<file path="src/rtc_pkg.sv">
// Constants shared by the clock unit control block and its timer core.
// Assumes a 10 MHz bus clock and a slow oscillator output on a pin.
//
// How it works
// - Oscillator enable bit 7 drives oscillator and bias enable output.
// - Bit 6 switches the missing-clock detector on or off.
// - Detector firing sets fail flag bit 5; software writes 0 to clear.
// - Run bit 4 lets the timer count; cleared, it holds value.
// - Alarm enable bit 3 gates alarms; clearing it drops the alarm flag.
// - Reading bit 2 returns the alarm event flag.
// - Writing bit 2 sets auto-reset enable, never the alarm flag.
// - Writing 1 to bit 1 loads the timer; bit clears when done.
// - Writing 1 to bit 0 snapshots the timer; bit clears when done.
// - Alarm flag lasts at most one slow cycle while the timer runs, then drops itself.
// - The 32-bit timer adds one each slow cycle while running.
// - Oscillator level held over 100 us sets the fail flag.
// - Alarm event raised when timer equals the 32-bit match value.
// - Auto-reset zeroes timer one slow cycle after alarm drops.
package rtc_pkg;
  // Word indices; byte address is four times the index
  localparam logic [5:0] IDX_CAPTURE0  = 6'h00;
  localparam logic [5:0] IDX_CTRL      = 6'h04;
  localparam logic [5:0] IDX_MATCH0    = 6'h08;
  localparam logic [5:0] IDX_IRQ_STAT  = 6'h0C;
  localparam logic [5:0] IDX_IRQ_MASK  = 6'h0D;
  localparam int         BYTE_REGS     = 4;
  // Control register fields
  localparam int BIT_OSC_EN   = 7;
  localparam int BIT_MCD_EN   = 6;
  localparam int BIT_FAIL     = 5;
  localparam int BIT_RUN      = 4;
  localparam int BIT_ALARM_EN = 3;
  localparam int BIT_ALARM    = 2;
  localparam int BIT_LOAD     = 1;
  localparam int BIT_SNAP     = 0;
  // Interrupt status and mask fields
  localparam int IRQ_ALARM    = 0;
  localparam int IRQ_FAIL     = 1;
  localparam int IRQ_BITS     = 2;
  // Reset values
  localparam logic [7:0]  CTRL_RESET = 8'h00;
  localparam logic [31:0] WORD_RESET = 32'h0000_0000;
  // Timing of the missing-clock detector
  localparam int CLK_PERIOD_NS = 100;
  localparam int MCD_TIME_NS   = 100_000;
  localparam int MCD_CYCLES    = MCD_TIME_NS / CLK_PERIOD_NS;
  localparam int MCD_CNT_W     = $clog2(MCD_CYCLES + 2);
endpackage : rtc_pkg

</file>
<file path="src/timer_if.sv">
// Signals between the control block and the slow-cycle timer core.
// Assumes both ends run on the same bus clock.
`timescale 1ns/1ps
`default_nettype none
interface timer_if;
  logic        tick;
  logic        run;
  logic        alarm_en;
  logic        autoreset;
  logic        load_req;
  logic        snap_req;
  logic [31:0] load_val;
  logic [31:0] match_val;
  logic [31:0] snap_val;
  logic        load_done;
  logic        snap_done;
  logic        alarm;
  modport core (input tick, run, alarm_en, autoreset, load_req, snap_req,
                input load_val, match_val,
                output snap_val, load_done, snap_done, alarm);
  modport ctrl (output tick, run, alarm_en, autoreset, load_req, snap_req,
                output load_val, match_val,
                input snap_val, load_done, snap_done, alarm);
endinterface : timer_if
`default_nettype wire

</file>
<file path="src/rtc_timer_core.sv">
// Timer core: 32-bit counter, alarm compare, auto-reset, load, snapshot.
// Assumes tick is a one-cycle pulse per slow oscillator cycle.
`timescale 1ns/1ps
`default_nettype none
module rtc_timer_core
(
  input  wire logic clk,
  input  wire logic reset_n,
  timer_if.core     tif
);
  logic [31:0] timer_reg;
  logic [31:0] timer_next;
  logic        alarm_reg;
  logic        alarm_next;
  logic        clr_pend_reg;
  logic        clr_pend_next;
  logic [31:0] snap_reg;
  logic        load_done_reg;
  logic        snap_done_reg;
  logic        hit;

  // ***************************************************************
  // Next-state selection
  // ***************************************************************
  // Compare and timer update
  assign hit = tif.alarm_en && (timer_reg == tif.match_val);
  assign timer_next = tif.load_req ? tif.load_val :
                      clr_pend_reg ? 32'h0000_0000 :
                      tif.run      ? timer_reg + 32'h0000_0001
                                   : timer_reg;
  // Flag lives one slow cycle at most while the timer runs
  assign alarm_next = !tif.alarm_en ? 1'b0 :
                      tif.tick ? hit : alarm_reg;
  assign clr_pend_next = tif.tick
                       ? (tif.autoreset && alarm_reg)
                       : clr_pend_reg;

  // ***************************************************************
  // Registers
  // ***************************************************************
  // Counter and alarm state
  always_ff @(posedge clk or negedge reset_n)
  begin
    if (!reset_n)
    begin
      timer_reg    <= rtc_pkg::WORD_RESET;
      alarm_reg    <= 1'b0;
      clr_pend_reg <= 1'b0;
    end
    else
    begin
      if (tif.tick)
        timer_reg <= timer_next;
      alarm_reg    <= alarm_next;
      clr_pend_reg <= clr_pend_next;
    end
  end

  // Snapshot and completion pulses
  always_ff @(posedge clk or negedge reset_n)
  begin
    if (!reset_n)
    begin
      snap_reg      <= rtc_pkg::WORD_RESET;
      load_done_reg <= 1'b0;
      snap_done_reg <= 1'b0;
    end
    else
    begin
      load_done_reg <= tif.tick && tif.load_req;
      snap_done_reg <= tif.tick && tif.snap_req;
      if (tif.tick && tif.snap_req)
        snap_reg <= timer_reg;
    end
  end

  assign tif.snap_val  = snap_reg;
  assign tif.load_done = load_done_reg;
  assign tif.snap_done = snap_done_reg;
  assign tif.alarm     = alarm_reg;
endmodule : rtc_timer_core
`default_nettype wire

</file>
<file path="src/rtc_control.sv">
// Clock unit control block with APB slave, detector and interrupts.
// Assumes osc_in is the raw slow oscillator pin, asynchronous to clk.
`timescale 1ns/1ps
`default_nettype none
module rtc_control
#(
  parameter int ADDR_W = 8
)
(
  input  wire logic              clk,
  input  wire logic              reset_n,
  input  wire logic [ADDR_W-1:0] paddr,
  input  wire logic              psel,
  input  wire logic              penable,
  input  wire logic              pwrite,
  input  wire logic [31:0]       pwdata,
  output var  logic [31:0]       prdata,
  output var  logic              pready,
  output var  logic              pslverr,
  input  wire logic              osc_in,
  output var  logic              osc_enable,
  output var  logic              mcd_enable,
  output var  logic              alarm_event,
  output var  logic              irq
);
  // ***************************************************************
  // Parameter check
  // ***************************************************************
  if (ADDR_W < 8)
  begin : g_bad_addr
    $error("ADDR_W must be at least 8");
  end

  timer_if tif ();

  logic                        osc_meta_reg;
  logic                        osc_sync_reg;
  logic                        osc_prev_reg;
  logic                        osc_edge;
  logic [rtc_pkg::MCD_CNT_W-1:0] mcd_cnt_reg;
  logic [rtc_pkg::MCD_CNT_W-1:0] mcd_cnt_next;
  logic                        mcd_fire;
  logic [7:0]                  ctrl_reg;
  logic [7:0]                  ctrl_next;
  logic [31:0]                 capture_reg;
  logic [31:0]                 capture_next;
  logic [31:0]                 match_reg;
  logic [31:0]                 match_next;
  logic [rtc_pkg::IRQ_BITS-1:0] stat_reg;
  logic [rtc_pkg::IRQ_BITS-1:0] stat_next;
  logic [rtc_pkg::IRQ_BITS-1:0] mask_reg;
  logic [rtc_pkg::IRQ_BITS-1:0] mask_next;
  logic [rtc_pkg::IRQ_BITS-1:0] events;
  logic                        alarm_prev_reg;
  logic [31:0]                 prdata_reg;
  logic                        pready_reg;
  logic                        pslverr_reg;
  logic                        irq_reg;
  logic                        osc_en_reg;
  logic                        mcd_en_reg;
  logic                        alarm_out_reg;
  logic [5:0]                  idx;
  logic                        aligned;
  logic                        hit_ctrl;
  logic                        hit_cap;
  logic                        hit_match;
  logic                        hit_stat;
  logic                        hit_mask;
  logic                        mapped;
  logic                        access;
  logic                        wr_en;
  logic [1:0]                  byte_sel;
  logic [7:0]                  wbyte;
  logic [7:0]                  ctrl_rd;
  logic [31:0]                 rd_data;
  logic                        fail_next;

  // ***************************************************************
  // Oscillator pin synchroniser and edge detect
  // ***************************************************************
  // Two flops before use, third for edge history
  always_ff @(posedge clk or negedge reset_n)
  begin
    if (!reset_n)
    begin
      osc_meta_reg <= 1'b0;
      osc_sync_reg <= 1'b0;
      osc_prev_reg <= 1'b0;
    end
    else
    begin
      osc_meta_reg <= osc_in;
      osc_sync_reg <= osc_meta_reg;
      osc_prev_reg <= osc_sync_reg;
    end
  end

  // Any transition re-arms the detector; rising edge is the slow tick
  assign osc_edge = osc_sync_reg ^ osc_prev_reg;
  assign tif.tick = osc_sync_reg & ~osc_prev_reg;

  // ***************************************************************
  // Missing-clock detector
  // ***************************************************************
  // One-shot: counts idle cycles, fires once, holds until an edge
  assign mcd_cnt_next =
    (!ctrl_reg[rtc_pkg::BIT_MCD_EN] || osc_edge)
      ? '0
      : (mcd_cnt_reg == rtc_pkg::MCD_CNT_W'(rtc_pkg::MCD_CYCLES + 1))
        ? mcd_cnt_reg
        : mcd_cnt_reg + rtc_pkg::MCD_CNT_W'(1);
  assign mcd_fire = ctrl_reg[rtc_pkg::BIT_MCD_EN] && !osc_edge &&
    (mcd_cnt_reg == rtc_pkg::MCD_CNT_W'(rtc_pkg::MCD_CYCLES));

  // Detector counter
  always_ff @(posedge clk or negedge reset_n)
  begin
    if (!reset_n)
      mcd_cnt_reg <= '0;
    else
      mcd_cnt_reg <= mcd_cnt_next;
  end

  // ***************************************************************
  // APB address decode
  // ***************************************************************
  // Word index and register hits
  assign idx       = paddr[7:2];
  assign aligned   = (paddr[1:0] == 2'b00) &&
                     (paddr[ADDR_W-1:2] == (ADDR_W-2)'(idx));
  assign hit_ctrl  = aligned && (idx == rtc_pkg::IDX_CTRL);
  assign hit_cap   = aligned && (idx[5:2] == rtc_pkg::IDX_CAPTURE0[5:2]);
  assign hit_match = aligned && (idx[5:2] == rtc_pkg::IDX_MATCH0[5:2]);
  assign hit_stat  = aligned && (idx == rtc_pkg::IDX_IRQ_STAT);
  assign hit_mask  = aligned && (idx == rtc_pkg::IDX_IRQ_MASK);
  assign mapped    = hit_ctrl | hit_cap | hit_match | hit_stat | hit_mask;
  assign byte_sel  = idx[1:0];
  assign wbyte     = pwdata[7:0];

  // One wait state, write lands on the edge pready is sampled
  assign access = psel && penable && !pready_reg;
  assign wr_en  = psel && penable && pready_reg && pwrite && mapped;

  // ***************************************************************
  // Control register
  // ***************************************************************
  // Fail flag: hardware set wins over a software clear
  assign fail_next = mcd_fire ||
    ((wr_en && hit_ctrl) ? (ctrl_reg[rtc_pkg::BIT_FAIL] &
                            wbyte[rtc_pkg::BIT_FAIL])
                         : ctrl_reg[rtc_pkg::BIT_FAIL]);

  // Next control value
  always_comb
  begin
    ctrl_next = ctrl_reg;
    if (wr_en && hit_ctrl)
    begin
      ctrl_next[rtc_pkg::BIT_OSC_EN]   = wbyte[rtc_pkg::BIT_OSC_EN];
      ctrl_next[rtc_pkg::BIT_MCD_EN]   = wbyte[rtc_pkg::BIT_MCD_EN];
      ctrl_next[rtc_pkg::BIT_RUN]      = wbyte[rtc_pkg::BIT_RUN];
      ctrl_next[rtc_pkg::BIT_ALARM_EN] = wbyte[rtc_pkg::BIT_ALARM_EN];
      ctrl_next[rtc_pkg::BIT_ALARM]    = wbyte[rtc_pkg::BIT_ALARM];
      if (wbyte[rtc_pkg::BIT_LOAD])
        ctrl_next[rtc_pkg::BIT_LOAD] = 1'b1;
      if (wbyte[rtc_pkg::BIT_SNAP])
        ctrl_next[rtc_pkg::BIT_SNAP] = 1'b1;
    end
    if (tif.load_done)
      ctrl_next[rtc_pkg::BIT_LOAD] = 1'b0;
    if (tif.snap_done)
      ctrl_next[rtc_pkg::BIT_SNAP] = 1'b0;
    ctrl_next[rtc_pkg::BIT_FAIL] = fail_next;
  end

  // Bit 2 stores auto-reset; reads show the alarm flag instead
  always_comb
  begin
    ctrl_rd = ctrl_reg;
    ctrl_rd[rtc_pkg::BIT_ALARM] = tif.alarm;
  end

  // Control state
  always_ff @(posedge clk or negedge reset_n)
  begin
    if (!reset_n)
      ctrl_reg <= rtc_pkg::CTRL_RESET;
    else
      ctrl_reg <= ctrl_next;
  end

  // ***************************************************************
  // Capture and match bytes
  // ***************************************************************
  // Byte writes; a finished snapshot overrides the capture bytes
  for (genvar b = 0; b < rtc_pkg::BYTE_REGS; b++)
  begin : g_bytes
    assign capture_next[8*b +: 8] =
      tif.snap_done ? tif.snap_val[8*b +: 8] :
      (wr_en && hit_cap && byte_sel == 2'(b)) ? wbyte :
      capture_reg[8*b +: 8];
    assign match_next[8*b +: 8] =
      (wr_en && hit_match && byte_sel == 2'(b)) ? wbyte :
      match_reg[8*b +: 8];
  end

  // Byte register state
  always_ff @(posedge clk or negedge reset_n)
  begin
    if (!reset_n)
    begin
      capture_reg <= rtc_pkg::WORD_RESET;
      match_reg   <= rtc_pkg::WORD_RESET;
    end
    else
    begin
      capture_reg <= capture_next;
      match_reg   <= match_next;
    end
  end

  // ***************************************************************
  // Timer core
  // ***************************************************************
  // Steering from the control bits
  assign tif.run       = ctrl_reg[rtc_pkg::BIT_RUN];
  assign tif.alarm_en  = ctrl_reg[rtc_pkg::BIT_ALARM_EN];
  assign tif.autoreset = ctrl_reg[rtc_pkg::BIT_ALARM];
  assign tif.load_req  = ctrl_reg[rtc_pkg::BIT_LOAD];
  assign tif.snap_req  = ctrl_reg[rtc_pkg::BIT_SNAP];
  assign tif.load_val  = capture_reg;
  assign tif.match_val = match_reg;

  rtc_timer_core u_core
  (
    .clk     (clk),
    .reset_n (reset_n),
    .tif     (tif)
  );

  // ***************************************************************
  // Interrupts
  // ***************************************************************
  // Events: alarm rising, detector firing
  assign events[rtc_pkg::IRQ_ALARM] = tif.alarm && !alarm_prev_reg;
  assign events[rtc_pkg::IRQ_FAIL]  = mcd_fire;
  // Write one to clear, a new event wins
  assign stat_next = events |
    (stat_reg & ~((wr_en && hit_stat)
                  ? pwdata[rtc_pkg::IRQ_BITS-1:0]
                  : '0));
  assign mask_next = (wr_en && hit_mask)
                   ? pwdata[rtc_pkg::IRQ_BITS-1:0]
                   : mask_reg;

  // Status, mask and output level
  always_ff @(posedge clk or negedge reset_n)
  begin
    if (!reset_n)
    begin
      stat_reg       <= '0;
      mask_reg       <= '0;
      alarm_prev_reg <= 1'b0;
      irq_reg        <= 1'b0;
    end
    else
    begin
      stat_reg       <= stat_next;
      mask_reg       <= mask_next;
      alarm_prev_reg <= tif.alarm;
      irq_reg        <= |(stat_next & mask_next);
    end
  end

  // ***************************************************************
  // Read mux and APB answer
  // ***************************************************************
  // Unmapped reads return zero
  assign rd_data =
    hit_ctrl  ? {24'h00_0000, ctrl_rd} :
    hit_cap   ? {24'h00_0000, capture_reg[8*byte_sel +: 8]} :
    hit_match ? {24'h00_0000, match_reg[8*byte_sel +: 8]} :
    hit_stat  ? {30'h0000_0000, stat_reg} :
    hit_mask  ? {30'h0000_0000, mask_reg} :
                32'h0000_0000;

  // Answer registered one cycle into the access phase
  always_ff @(posedge clk or negedge reset_n)
  begin
    if (!reset_n)
    begin
      pready_reg  <= 1'b0;
      pslverr_reg <= 1'b0;
      prdata_reg  <= rtc_pkg::WORD_RESET;
    end
    else
    begin
      pready_reg  <= access;
      pslverr_reg <= access && !mapped;
      prdata_reg  <= (access && !pwrite) ? rd_data : 32'h0000_0000;
    end
  end

  // ***************************************************************
  // Analog enables and event output
  // ***************************************************************
  // Registered copies for the pins
  always_ff @(posedge clk or negedge reset_n)
  begin
    if (!reset_n)
    begin
      osc_en_reg    <= 1'b0;
      mcd_en_reg    <= 1'b0;
      alarm_out_reg <= 1'b0;
    end
    else
    begin
      osc_en_reg    <= ctrl_next[rtc_pkg::BIT_OSC_EN];
      mcd_en_reg    <= ctrl_next[rtc_pkg::BIT_MCD_EN];
      alarm_out_reg <= tif.alarm;
    end
  end

  assign prdata      = prdata_reg;
  assign pready      = pready_reg;
  assign pslverr     = pslverr_reg;
  assign osc_enable  = osc_en_reg;
  assign mcd_enable  = mcd_en_reg;
  assign alarm_event = alarm_out_reg;
  assign irq         = irq_reg;
endmodule : rtc_control
`default_nettype wire

</file>
<file path="config.mk">
export PLATFORM = sky130hd
export DESIGN_NAME = rtc_control
export DESIGN_NICKNAME = d
export VERILOG_FILES = /design/src/rtc_pkg.sv /design/src/timer_if.sv /design/src/rtc_timer_core.sv /design/src/rtc_control.sv
export SDC_FILE = /design/constraint.sdc
export NUM_CORES = 1
export LEC_CHECK = 0
export BUFFER_PORTS_ARGS = -buffer_cell sky130_fd_sc_hd__buf_4
export CAP_MARGIN = 20
export CORE_MARGIN = 2
export CORE_UTILIZATION = 55
export DETAILED_ROUTE_END_ITERATION = 7
export GPL_ROUTABILITY_DRIVEN = 0
export HOLD_SLACK_MARGIN = 0.06
export PLACE_DENSITY_LB_ADDON = 0.25
export SYNTH_ARGS = -nofsm -noshare
export SYNTH_HDL_FRONTEND = slang
export SYNTH_HIERARCHICAL = 1
export SYNTH_SLANG_ARGS = --single-unit
</file>
<file path="constraint.sdc">
create_clock -name clk -period 4.99 [get_ports clk]
set_clock_uncertainty 0.05 [all_clocks]
set_input_delay 0.499 -clock clk [delete_from_list [all_inputs] [get_ports clk]]
set_output_delay 0.499 -clock clk [all_outputs]
set_load 0.01 [all_outputs]
</file>
After elaboration in Yosys (flattened, before gate mapping) --
Index checks and enable logic that the tools add are counted.
Word-level totals: bits in registers 171, bits of input ports 46
Cells by class: muxes and demuxes 30, bitwise operators 12, shifts and indexed selects 2, equality and inequality tests 12, $add $sub $neg 2, reduce and logical (&&, ||, !) cells 56
Operator list (number):
- 32-bit two-way mux | 3
- 8-bit two-way mux | 12
- 32-bit by 6-bit variable part select with 8-bit output | 2
- 32-bit by 1-bit adder with 32-bit output, second input constant | 1
- 32-bit equality test | 1
- 1-bit logical AND | 32
- 10-bit equality test, second input constant | 2
- 10-bit two-way mux | 2
- 2-bit nonzero test | 8
- 6-bit by 4-bit equality test with 1-bit output, second input constant | 2
- 2-bit two-way mux | 6
- 10-bit by 1-bit adder with 10-bit output, second input constant | 1
- 1-bit two-way mux | 7
- 6-bit by 3-bit equality test with 1-bit output, second input constant | 1
- 1-bit logical NOT | 6
- 2-bit AND reduction | 3
- 2-bit AND | 2
- 2-bit equality test, second input constant | 2
- 4-bit by 2-bit equality test with 1-bit output, second input constant | 1
- 2-bit logical NOT | 2
- 4-bit logical NOT | 1
- 1-bit OR | 4
- 3-bit nonzero test | 1
- 1-bit AND | 2
- other kinds (9) | 10

Longest topological paths before layout --
Gate-level depths: netlist (run 1).
depth in word-level cells 14, gate-level depth with buffers 9, gate-level depth less buffers 7

Cells and area by module --
The synthesis (run 1) kept the hierarchy.
By module, submodules not included:
- rtc_control | seq. area each 2527.4 µm², times used 1, area an instance 5207.5 µm², cells each 465
- rtc_timer_core | seq. area each 1701.6 µm², times used 1, area an instance 3821.2 µm², cells each 382

Worst setup path before layout (run 1) --
OpenSTA, ideal clock, no wires.
kind input to register, start in paddr[1], end reg capture_reg[16], setup slack 2557 ps, stages 5, arrival 2259 ps, required time 4815 ps, path buffers 1, cells stage by stage or4_1 buf_6 nor4b_4 mux2_2 mux2_2
On the way: cells in the longest elaborated chain, start to end 10, elaborated cells between the ends (all ways) 14
Ends and longest elaborated chain:
- start: declaration | RTL line rtc_control.sv:12 | input wire logic [ADDR_W-1:0] paddr,
- 2-bit logical NOT * | RTL line rtc_control.sv:129 | assign aligned = (paddr[1:0] == 2'b00) &&
- 1-bit logical AND (on tied branches) | RTL line rtc_control.sv:131, rtc_control.sv:132
- 1-bit OR (4 in a row) | RTL line rtc_control.sv:136 | assign mapped = hit_ctrl | hit_cap | hit_match | hit_stat | hit_mask;
- 1-bit logical AND | RTL line rtc_control.sv:142 | assign wr_en = psel && penable && pready_reg && pwrite && mapped;
- 1-bit logical AND * (2 in a row) | RTL line rtc_control.sv:200 | (wr_en && hit_cap && byte_sel == 2'(b)) ? wbyte :
- 2-bit nonzero test (no line) *
- end signal: assignment | RTL line rtc_control.sv:212 | capture_reg <= rtc_pkg::WORD_RESET;
- end signal: assignment | RTL line rtc_control.sv:217 | capture_reg <= capture_next;
- end: declaration | RTL line rtc_control.sv:45 | logic [31:0] capture_reg;
Mark *: on every way between the ends. The rest lies on a longest branch, timed or not. A chain may end at the register's enable or synchronous reset.

Final worst setup path (run 1) --
start in paddr[3], end reg capture_reg[19]
On the way: cells in the longest elaborated chain, start to end 10, elaborated cells between the ends (all ways) 15
Ends and longest elaborated chain:
- 6-bit by 3-bit equality test with 1-bit output | RTL line rtc_control.sv:131 | assign hit_ctrl = aligned && (idx == rtc_pkg::IDX_CTRL);
- 1-bit logical AND | RTL line rtc_control.sv:131
- 1-bit OR (4 in a row) | RTL line rtc_control.sv:136
- 1-bit logical AND | RTL line rtc_control.sv:142
- 1-bit logical AND | RTL line rtc_control.sv:200
- 1-bit logical AND * | RTL line rtc_control.sv:200
- 2-bit nonzero test (no line) *
Marks and branches as above.

==> summary.txt, run 1 <==
Outcome: finished, final reports clean
Die ar.: 0.01746 mm^2
Most common cell on crit path: mux2_2
Worst slew pin tran: 0.9728 ns
Slew Viols, Final: 0
Fin crit share: 59.82%
Final Util: 62.13%
CTS Root Cell: clkbuf_16
First DRT Iteration DRCs: 1006
VDD IR-drop max: 0.2599 mV
Max FO, Critical Path: 32
Critical Path, Cell by Cell: buf_4 -> nor3b_2 -> nor4b_4 -> mux2_2 -> mux2_2
IO Port Bufs: 35
CTS tree: done
RSZ-0062 raised after global routing: false
Fillers: 1246
CP max-delay cell: nor4b_4
Mapped cell area: 0.009029 mm^2
WL met3: 2.744 mm
Area Growth Syn to Fin: 9.701%
Fraction of layout cells with a size suffix above 1: 22.93%
Layout Nets: 897
Vias in the first global route: 6845
Metal-1 WL: 10.24 mm
Clock Path Buffers: 2
Core Area: 0.01594 mm^2
Top_reg_cell synth: dfrtp_1
Slew HR: 35.15%
Share of flip-flops with an asynchronous set or reset: 100.0%
Pwr/cell area: 291.4 mW/mm^2
Crit. End Element: register
Die Span Y: 132.1 um
Number of synthesized flops with an enable pin: 0
Distinct cells, synth: 72
MaxCap Viol Count: 0
Arrival time at the worst endpoint: 3.26 ns
Max Clock Freq: 0.3350 GHz
Initial antenna violation count: 0
Initial Utilization: 56.63%
Clk sinks: 169
#FFs+latches synth: 169
Worst EP required: 5.27 ns
Tot GR Track Use: 29.41%
Rows: 46
Final ANT Viol Nets: 0
Pre-Repair DR Iteration Count: 6
Total Wirelength: 25.12 mm
Slowest Stage Delay on Critical Path: 0.86 ns
Leak Pwr: 0.004683 uW
Final Setup Violations: 0
CP Launch Type: input port
WL met2: 11.43 mm
# IOs: 84
Die Width: 132.1 um
Setup total negative slack: 0 ns
Total grt overflow: 0
Largest net degree at the start of global routing: 77
YS warnings: 6
N_diodes: 0
Mean post-synth cell area: 10.66 um^2
Avg WL per Cell: 23.37 um
Detailed-route via count: 7150
Register area share after synthesis: 46.84%
Final Hold Viols: 0
H-tree levels: 4
First-pass GRT wire length: 39.25 mm
TritonCTS buffer count: 17
Post-CTS Setup Bufs: 0
DRC: 0
Vias/cell: 6.651
Critical path class: input port to register
Top Layer Used: met4
Worst hold margin: 0.1012 ns
Hpwl dp: 16.84 mm
CTS clk-pin slew, worst paths: 0.07 ns
Worst-Skew Late Latency: 0.45 ns
Cells after synthesis: 847
HP Class: input port to register
Period minus WS final: 2.985 ns
## synthesized netlist by cell type (11+ instances only)
master    number  area share (%)
a31oi_1       36             2.5
inv_1         18            0.75
nand3_1       27             1.5
clkbuf_1      32             1.3
nand2_1       70             2.9
buf_2         14            0.78
mux2_2        80              10
mux4_2        14             3.5
xor2_1        22             2.1
buf_4         30             2.5
nor2b_1       26             1.8
nor2_1        35             1.5
o21ai_0       36             2.0
and3_1        11            0.76
xnor2_1       17             1.6
nor4_1        12            0.83
a21oi_1       42             2.3
nand4_1       19             1.3
dfrtp_1      169              47
## path summary, 6_finish.rpt
| path | slack (ns) | start | depth (start not counted) | end |
|---|---|---|---|---|
| worst min-delay path | 0.10 | osc_in | 1 | osc_meta_reg |
| worst max register to register | 2.09 | osc_prev_reg | 7 | u_core/timer_reg[27] |
| worst min register to register | 0.31 | osc_meta_reg | 0 | osc_sync_reg |
| worst max-delay path | 2.00 | paddr[3] | 5 | capture_reg[19] |
| min in group asynchronous | 0.57 | reset_n | 2 | mcd_cnt_reg[7] |
| max in group asynchronous | 3.19 | reset_n | 3 | u_core/timer_reg[12] |
## repair_timing
action | CTS | global route
resized for setup | 0 | 0
hold buffers | 1 | 0
hold endpoints to repair | 17 | 0
## metal layers
layer	track usage, %	up-vias
met5	0	-
met4	10.69	0
met3	7.305	76
met2	44.65	496
met1	41.29	3551
li1	-	3027
## logic make-up (layout without fill, tap and decap cells)
kind of cell	Yosys count	count (layout)	share of synthesized area, %
compound gates	165	165	11.60
xor+xnor	39	39	3.783
fa+ha+maj	5	5	0.6929
buf+inv	106	95	5.973
flops	169	169	46.84
mux	102	102	14.37
other cells	1	24	0.04153
simple gates	260	260	16.70
## cell usage in the layout, fill, tap and decap left out, types with 26 or more instances in the layout
| cell | instances |
|---|---|
| a31oi_1 | 36 |
| mux2_2 | 80 |
| o21ai_0 | 36 |
| nand3_1 | 27 |
| buf_4 | 41 |
| dfrtp_1 | 169 |
| nor2_1 | 35 |
| nor2b_1 | 26 |
| a21oi_1 | 42 |
| nand2_1 | 70 |
## through the flow
stage	setup WS (ns)	power [uW]	instances	instance area (um^2)
after floorplan	2.557	1482	870	9115
after global placement	1.698	1530	1040	9244
after detailed placement	1.642	1534	1041	9255
after CTS	2.093	2897	1074	9877
after global routing	1.994	2971	1075	9905
final	2.005	2886	1075	9905
## worst max-delay path: cells and delay by family
family | cells | cell delay, ns
and+or+nand+nor | 2 | 1.70
muxes | 2 | 0.67
buffers and inverters | 1 | 0.36
## layout make-up
type	instances	area [um^2]	area share, %
Inverter	18	67.56	0.6822
Sequential cell	169	4229	42.70
Clock inverter	13	168.9	1.705
Multi-Input combinational cell	595	4358	44.00
Clock buffer	19	442.9	4.472
Timing Repair Buffer	45	367.9	3.714
Tap cell	216	270.3	2.729
## power by group
part | total [uW] | internal, uW | switching [uW]
combinational | 121 | 34.5 | 86.6
clock | 1380 | 805 | 571
sequential | 1390 | 1380 | 9.88
total | 2890 | 2220 | 668
(Power assumes the default switching activity.)
==> run 2: changes to the inputs <==
--- a/config.mk
+++ b/config.mk
@@ -8,7 +8,7 @@
 export BUFFER_PORTS_ARGS = -buffer_cell sky130_fd_sc_hd__buf_4
 export CAP_MARGIN = 20
 export CORE_MARGIN = 2
-export CORE_UTILIZATION = 55
+export CORE_UTILIZATION = 54
 export DETAILED_ROUTE_END_ITERATION = 7
 export GPL_ROUTABILITY_DRIVEN = 0
 export HOLD_SLACK_MARGIN = 0.06
==> constraint.sdc (replaced) <==
create_clock -name clk -period 2.6 [get_ports clk]
set_clock_uncertainty 0.05 [all_clocks]
set_input_delay 0.26 -clock clk [delete_from_list [all_inputs] [get_ports clk]]
set_output_delay 0.26 -clock clk [all_outputs]
set_load 0.01 [all_outputs]
==> run 2 against run 1 <==
- global-route usage shrank 0.52 points
- sequential share of layout area shrank 0.89 points
- non-clock buffer count grew 24
- wire length shrank 1.6%
- highest routed layer unchanged
- register-to-register slack lost 1.7 ns
- largest cell class unchanged
- combinational power grew 110%
- sequential power grew 91%
==> summary.txt, run 2 (synthesis results as in run 1) <==
First-pass GRT wire length: 39.16 mm
CTS tree: done
CP bufs+invs: 0
DRC: 0
Total grt overflow: 0
Detailed-route via count: 7031
Die Span Y: 133.3 um
Largest net degree at the start of global routing: 69
CTS Root Cell: clkbuf_16
Worst slew pin tran: 0.6007 ns
# IOs: 84
Slowest Stage Delay on Critical Path: 0.57 ns
Core Area: 0.01647 mm^2
Total Wirelength: 24.72 mm
Arrival time at the worst endpoint: 2.50 ns
Leak Pwr: 0.004824 uW
Clock Path Buffers: 2
Initial Utilization: 54.83%
CP delay by family, top: simple AND/OR/NAND/NOR gates
MaxCap Viol Count: 0
Post-CTS Setup Bufs: 0
Initial antenna violation count: 1
Clk sinks: 169
Final Setup Violations: 0
CTS clk-pin slew, worst paths: 0.07 ns
RSZ-0062 raised after global routing: false
Avg WL per Cell: 22.39 um
Placed Instances: 1066
Slew Viols, Final: 0
Slew HR: 59.74%
Post-cts resize count: 0
Max FO, Critical Path: 9
Layout Cells excl Fill: 1104
Fillers: 1304
Worst EP required: 2.88 ns
Setup total negative slack: 0 ns
Total power: 5523 uW
First DRT Iteration DRCs: 846
Worst-Skew Late Latency: 0.45 ns
Pre-Repair DR Iteration Count: 6
Period minus WS final: 2.216 ns
VDD IR-drop max: 0.4711 mV
Final Hold Viols: 0
Critical Path, Cell by Cell: nand3_1 -> or3_1 -> nor2_2 -> o21ai_0 -> a221o_1
Vias in the first global route: 6925
Rows: 47
Pwr/cell area: 545.9 mW/mm^2
HP Class: input port to register
H-tree levels: 4
IO Port Bufs: 35
Final ANT Viol Nets: 0
Fraction of layout cells with a size suffix above 1: 24.80%
Die Width: 133.3 um
Area Growth Syn to Fin: 12.04%
Max Clock Freq: 0.4513 GHz
Tot GR Track Use: 28.89%
Crit. End Element: register
Commonest cells after routing, fill and taps aside: 169 x dfrtp_1, 80 x mux2_2, 70 x nand2_1
Fin crit share: 85.22%
Outcome: finished, final reports clean
Hpwl dp: 17.14 mm
Critical path class: register to register
CP Launch Type: register
Vias/cell: 6.369
Commonest non-fill, non-tap cell in the layout: dfrtp_1
Layout Nets: 921
TritonCTS buffer count: 17
Die ar.: 0.01777 mm^2
CP max-delay cell: dfrtp_1
Post-CTS Hold Buffers: 4
==> run 2: final timing paths <==
check / startpoint / end / slack [ns] / cells past startpoint
worst max-delay path: u_core/timer_reg[3] / u_core/timer_reg[16] / 0.38 / 5
worst min-delay path: pwdata[4] / match_reg[20] / 0.12 / 2
worst max register to register: u_core/timer_reg[3] / u_core/timer_reg[16] / 0.38 / 5
worst min register to register: osc_meta_reg / osc_sync_reg / 0.31 / 0
max in group asynchronous: reset_n / u_core/tif.snap_val[26] / 1.48 / 3
min in group asynchronous: reset_n / mcd_cnt_reg[4] / 0.27 / 2
==> run 2: layout make-up <==
cell class	count	area, um^2	share of cell area (%)
timing repair buffer	69	585.6	5.788
sequential	169	4229	41.81
clock buffer	18	439.2	4.341
multi-input combinational	595	4358	43.08
inverter	18	67.56	0.6679
clock inverter	14	158.9	1.571
antenna	1	2.502	0.02474
tap	220	275.3	2.721
==> run 2: layer usage <==
layer / GRT usage, % / part of all wire (%)
met1: 40.07 / 40
met5: 0 / 0
met2: 43.38 / 45
met4: 11.94 / 3.4
met3: 7.725 / 11
==> run 2: power breakdown <==
part,total [uW],switching [uW],internal (uW)
clock,2610,1150,1460
combinational,250,172,77.9
sequential,2660,16.2,2650
total,5520,1340,4190
==> run 2: per-stage QoR <==
step	cell area [um^2]	setup slack (ns)	util, %	hold slack [ns]
finish	10120	0.3843	61.44	0.1157
global route	10110	0.3030	61.42	0.1211
CTS	10100	0.4160	61.35	0.1083
detailed placement	9464	0.1194	57.48	0.1877
global placement	9464	0.1407	57.48	0.1836
floorplan	9115	0.4058	-	-0.08559
==> run 2: worst register-to-register path: cells and delay by family (launching register included) <==
| kind | cells | cell delay [ns] |
|---|---|---|
| AO/OA/AOI/OAI | 2 | 0.43 |
| flip-flops | 1 | 0.57 |
| AND/OR/NAND/NOR | 3 | 1.05 |
==> run 3: changes to the inputs <==
--- a/config.mk
+++ b/config.mk
@@ -5,6 +5,8 @@
 export SDC_FILE = /design/constraint.sdc
 export NUM_CORES = 1
 export LEC_CHECK = 0
+export ABC_AREA = 1
+export ABC_CLOCK_PERIOD_IN_PS = 2600
 export BUFFER_PORTS_ARGS = -buffer_cell sky130_fd_sc_hd__buf_4
 export CAP_MARGIN = 20
 export CORE_MARGIN = 2
==> run 3 against run 2 <==
- sequential power is essentially flat
- core utilization grew 0.21 points
- setup slack gained 0.022 ns
- sequential cell count is the same
- synthesized cell count grew 41%
- register-to-register slack gained 0.02 ns
- die area grew 2.1%
- clock-buffer cell count shrank 1
- wire length grew 6.8%
- sequential share of layout area shrank 0.58 points
- largest cell class unchanged
- highest routed layer unchanged
==> summary.txt, run 3 <==
Mean post-synth cell area: 7.706 um^2
TritonCTS buffer count: 17
Avg WL per Cell: 18.02 um
# IOs: 84
Pre-Repair DR Iteration Count: 5
Post-cts resize count: 0
Final ANT Viol Nets: 0
Worst hold margin: 0.09910 ns
Clock Path Buffers: 2
Area Growth Syn to Fin: 11.22%
Most frequent cell after synthesis: nand2_1
Pwr/cell area: 528.3 mW/mm^2
Layout Nets: 1282
Final WS setup: 0.4067 ns
CTS clk-pin slew, worst paths: 0.07 ns
Period minus WS final: 2.193 ns
Met1 Use GR: 41.86%
DRC: 0
Initial antenna violation count: 0
Leak Pwr: 0.004908 uW
Commonest non-fill, non-tap cell in the layout: nand2_1
Die Span Y: 134.7 um
Slew HR: 55.81%
Vias/cell: 5.654
Placed Instances: 1428
Most frequent cells after synthesis: 410 x nand2_1, 169 x dfrtp_1, 88 x nor2_1, 84 x inv_1, 77 x nand3_1
R2R Path Start: u_core/clr_pend_reg
Fraction of layout cells with a size suffix above 1: 11.82%
Die ar.: 0.01814 mm^2
Detailed-route via count: 8278
Final Hold Viols: 0
N_diodes: 0
Met3 global-route usage: 6.719%
RSZ-0062 raised after global routing: false
Max FO, Critical Path: 24
First-pass GRT wire length: 41.88 mm
Worst EP required: 2.91 ns
Most Crowded Layer GR: met2
Total grt overflow: 0
Vias in the first global route: 7626
Hpwl dp: 18.90 mm
Die Width: 134.7 um
Mapped cell area: 0.009224 mm^2
Fillers: 1509
Reg2Reg Setup Slack: 0.41 ns
First DRT Iteration DRCs: 1028
Final Setup Violations: 0
Worst slew pin tran: 0.6603 ns
Slew Viols, Final: 0
Largest net degree at the start of global routing: 65
Final Util: 61.64%
Tot GR Track Use: 30.38%
Hold_sp: pwdata[5]
CP Launch Type: register
Top cell type's share of synthesized area: 45.85%
H-tree levels: 4
Commonest cells after routing, fill and taps aside: 409 x nand2_1, 169 x dfrtp_1, 88 x nor2_1
Post-Place Worst Slack: 0.4613 ns
#FFs+latches synth: 169
Max Clock Freq: 0.4559 GHz
Slowest Stage Delay on Critical Path: 0.55 ns
R2r worst-path depth: 7
Worst-Skew Late Latency: 0.44 ns
Crit. End Element: register
Critical Path, Cell by Cell: nor2_8 -> inv_2 -> o21ai_4 -> inv_2 -> o21ai_0 -> o21ai_0 -> a22oi_1
Hold path endpoint: ctrl_reg[5]
CTS Root Cell: clkbuf_16
YS warnings: 6
Number of cells on the critical path: 7
Rows: 47
Initial Utilization: 55.42%
Register area share after synthesis: 45.85%
CP bufs+invs: 2
Arrival time at the worst endpoint: 2.50 ns
Most area-consuming cells after synthesis: dfrtp_1 46%, nand2_1 17%, nand3_1 4.2%, nor2_1 3.6%, o21ai_0 3.5%
Outcome: finished, final reports clean
Top_reg_cell synth: dfrtp_1
CTS tree: done
Number of synthesized flops with an enable pin: 0
Distinct cells, synth: 42
Worst Hold Depth: 3
VDD IR-drop max: 0.5272 mV
Setup total negative slack: 0 ns
CP max-delay cell: o21ai_4
Fin crit share: 84.36%
CP delay by family, top: compound AO/OA/AOI/OAI gates
Total Wirelength: 26.39 mm
HP Class: input port to register
GR Layer Usage met2: 46.11%
Core Area: 0.01664 mm^2
Cells after synthesis: 1197
RR Endpoint: u_core/timer_reg[2]
MaxCap Viol Count: 0
Critical path class: register to register
Clk sinks: 169
Share of flip-flops with an asynchronous set or reset: 100.0%
Layout Cells excl Fill: 1464
Area leader, netlist: dfrtp_1
IO Port Bufs: 35
[run 3: worst max-delay path by stage]
stage / startpoint / end / slack [ns]
after floorplan: paddr[7] / match_reg[22] / 0.94
after global routing: u_core/clr_pend_reg / u_core/timer_reg[2] / 0.24
after detailed placement: u_core/clr_pend_reg / u_core/timer_reg[2] / 0.46
after CTS: u_core/clr_pend_reg / u_core/timer_reg[2] / 0.45
after global placement: u_core/clr_pend_reg / u_core/timer_reg[2] / 0.53
final: u_core/clr_pend_reg / u_core/timer_reg[2] / 0.41
[run 3: final cells by class]
| cell class | count | area, um^2 | share of cell area, % |
|---|---|---|---|
| clock inverters | 15 | 173.9 | 1.695 |
| flip-flops and latches | 169 | 4229 | 41.22 |
| inverters | 91 | 341.6 | 3.330 |
| clock buffers | 17 | 425.4 | 4.147 |
| well taps | 220 | 275.3 | 2.683 |
| repair buffers | 53 | 449.2 | 4.379 |
| multi-input cells | 899 | 4364 | 42.54 |
[run 3: kinds of logic (layout without fill, tap and decap cells)]
kind of cell | count (synthesis) | after routing | share of synthesized area, %
XOR/XNOR | 27 | 27 | 2.564
adder cells (fa/ha/maj) | 5 | 5 | 0.6782
other | 1 | 24 | 0.04066
AND/OR/NAND/NOR | 634 | 634 | 29.76
buffers and inverters | 152 | 176 | 7.800
AO/OA/AOI/OAI | 209 | 209 | 13.31
flip-flops | 169 | 169 | 45.85
[run 3: worst register-to-register path, cell delays in order (launching register included)]
cell     delay (ns)
dfrtp_1        0.44
nor2_8         0.13
inv_2          0.11
o21ai_4        0.55
inv_2          0.39
o21ai_0        0.17
o21ai_0        0.11
a22oi_1        0.15
[run 3: repair_timing]
| action | in CTS | in global routing |
|---|---|---|
| buffers inserted | 0 | 0 |
| hold buffers | 4 | 0 |
| hold endpoints to repair | 64 | 0 |
[run 3: stage by stage]
stage / power [uW] / cell area [um^2]
2_1_floorplan: 2805 / 9310
3_3_place_gp: 2918 / 9619
3_5_place_dp: 2919 / 9619
4_1_cts: 5460 / 10260
5_1_grt: 5585 / 10260
6_report: 5420 / 10260
[run 3: report_power, final]
group / internal, uW / switching (uW) / total, uW / leakage, uW
logic: 61.0 / 173 / 234 / 0.00244
clock network: 1300 / 1250 / 2550 / 0.000293
registers: 2630 / 5.73 / 2640 / 0.00217
total: 3990 / 1430 / 5420 / 0.00491
[run 3: metal layers]
| metal | up-vias | share of wire, % | wire length, um |
|---|---|---|---|
| li1 | 3902 | - | - |
| met1 | 3872 | 41 | 10930 |
| met2 | 427 | 46 | 12040 |
| met3 | 77 | 8.7 | 2285 |
| met4 | 0 | 4.3 | 1130 |
| met5 | - | 0 | 0 |
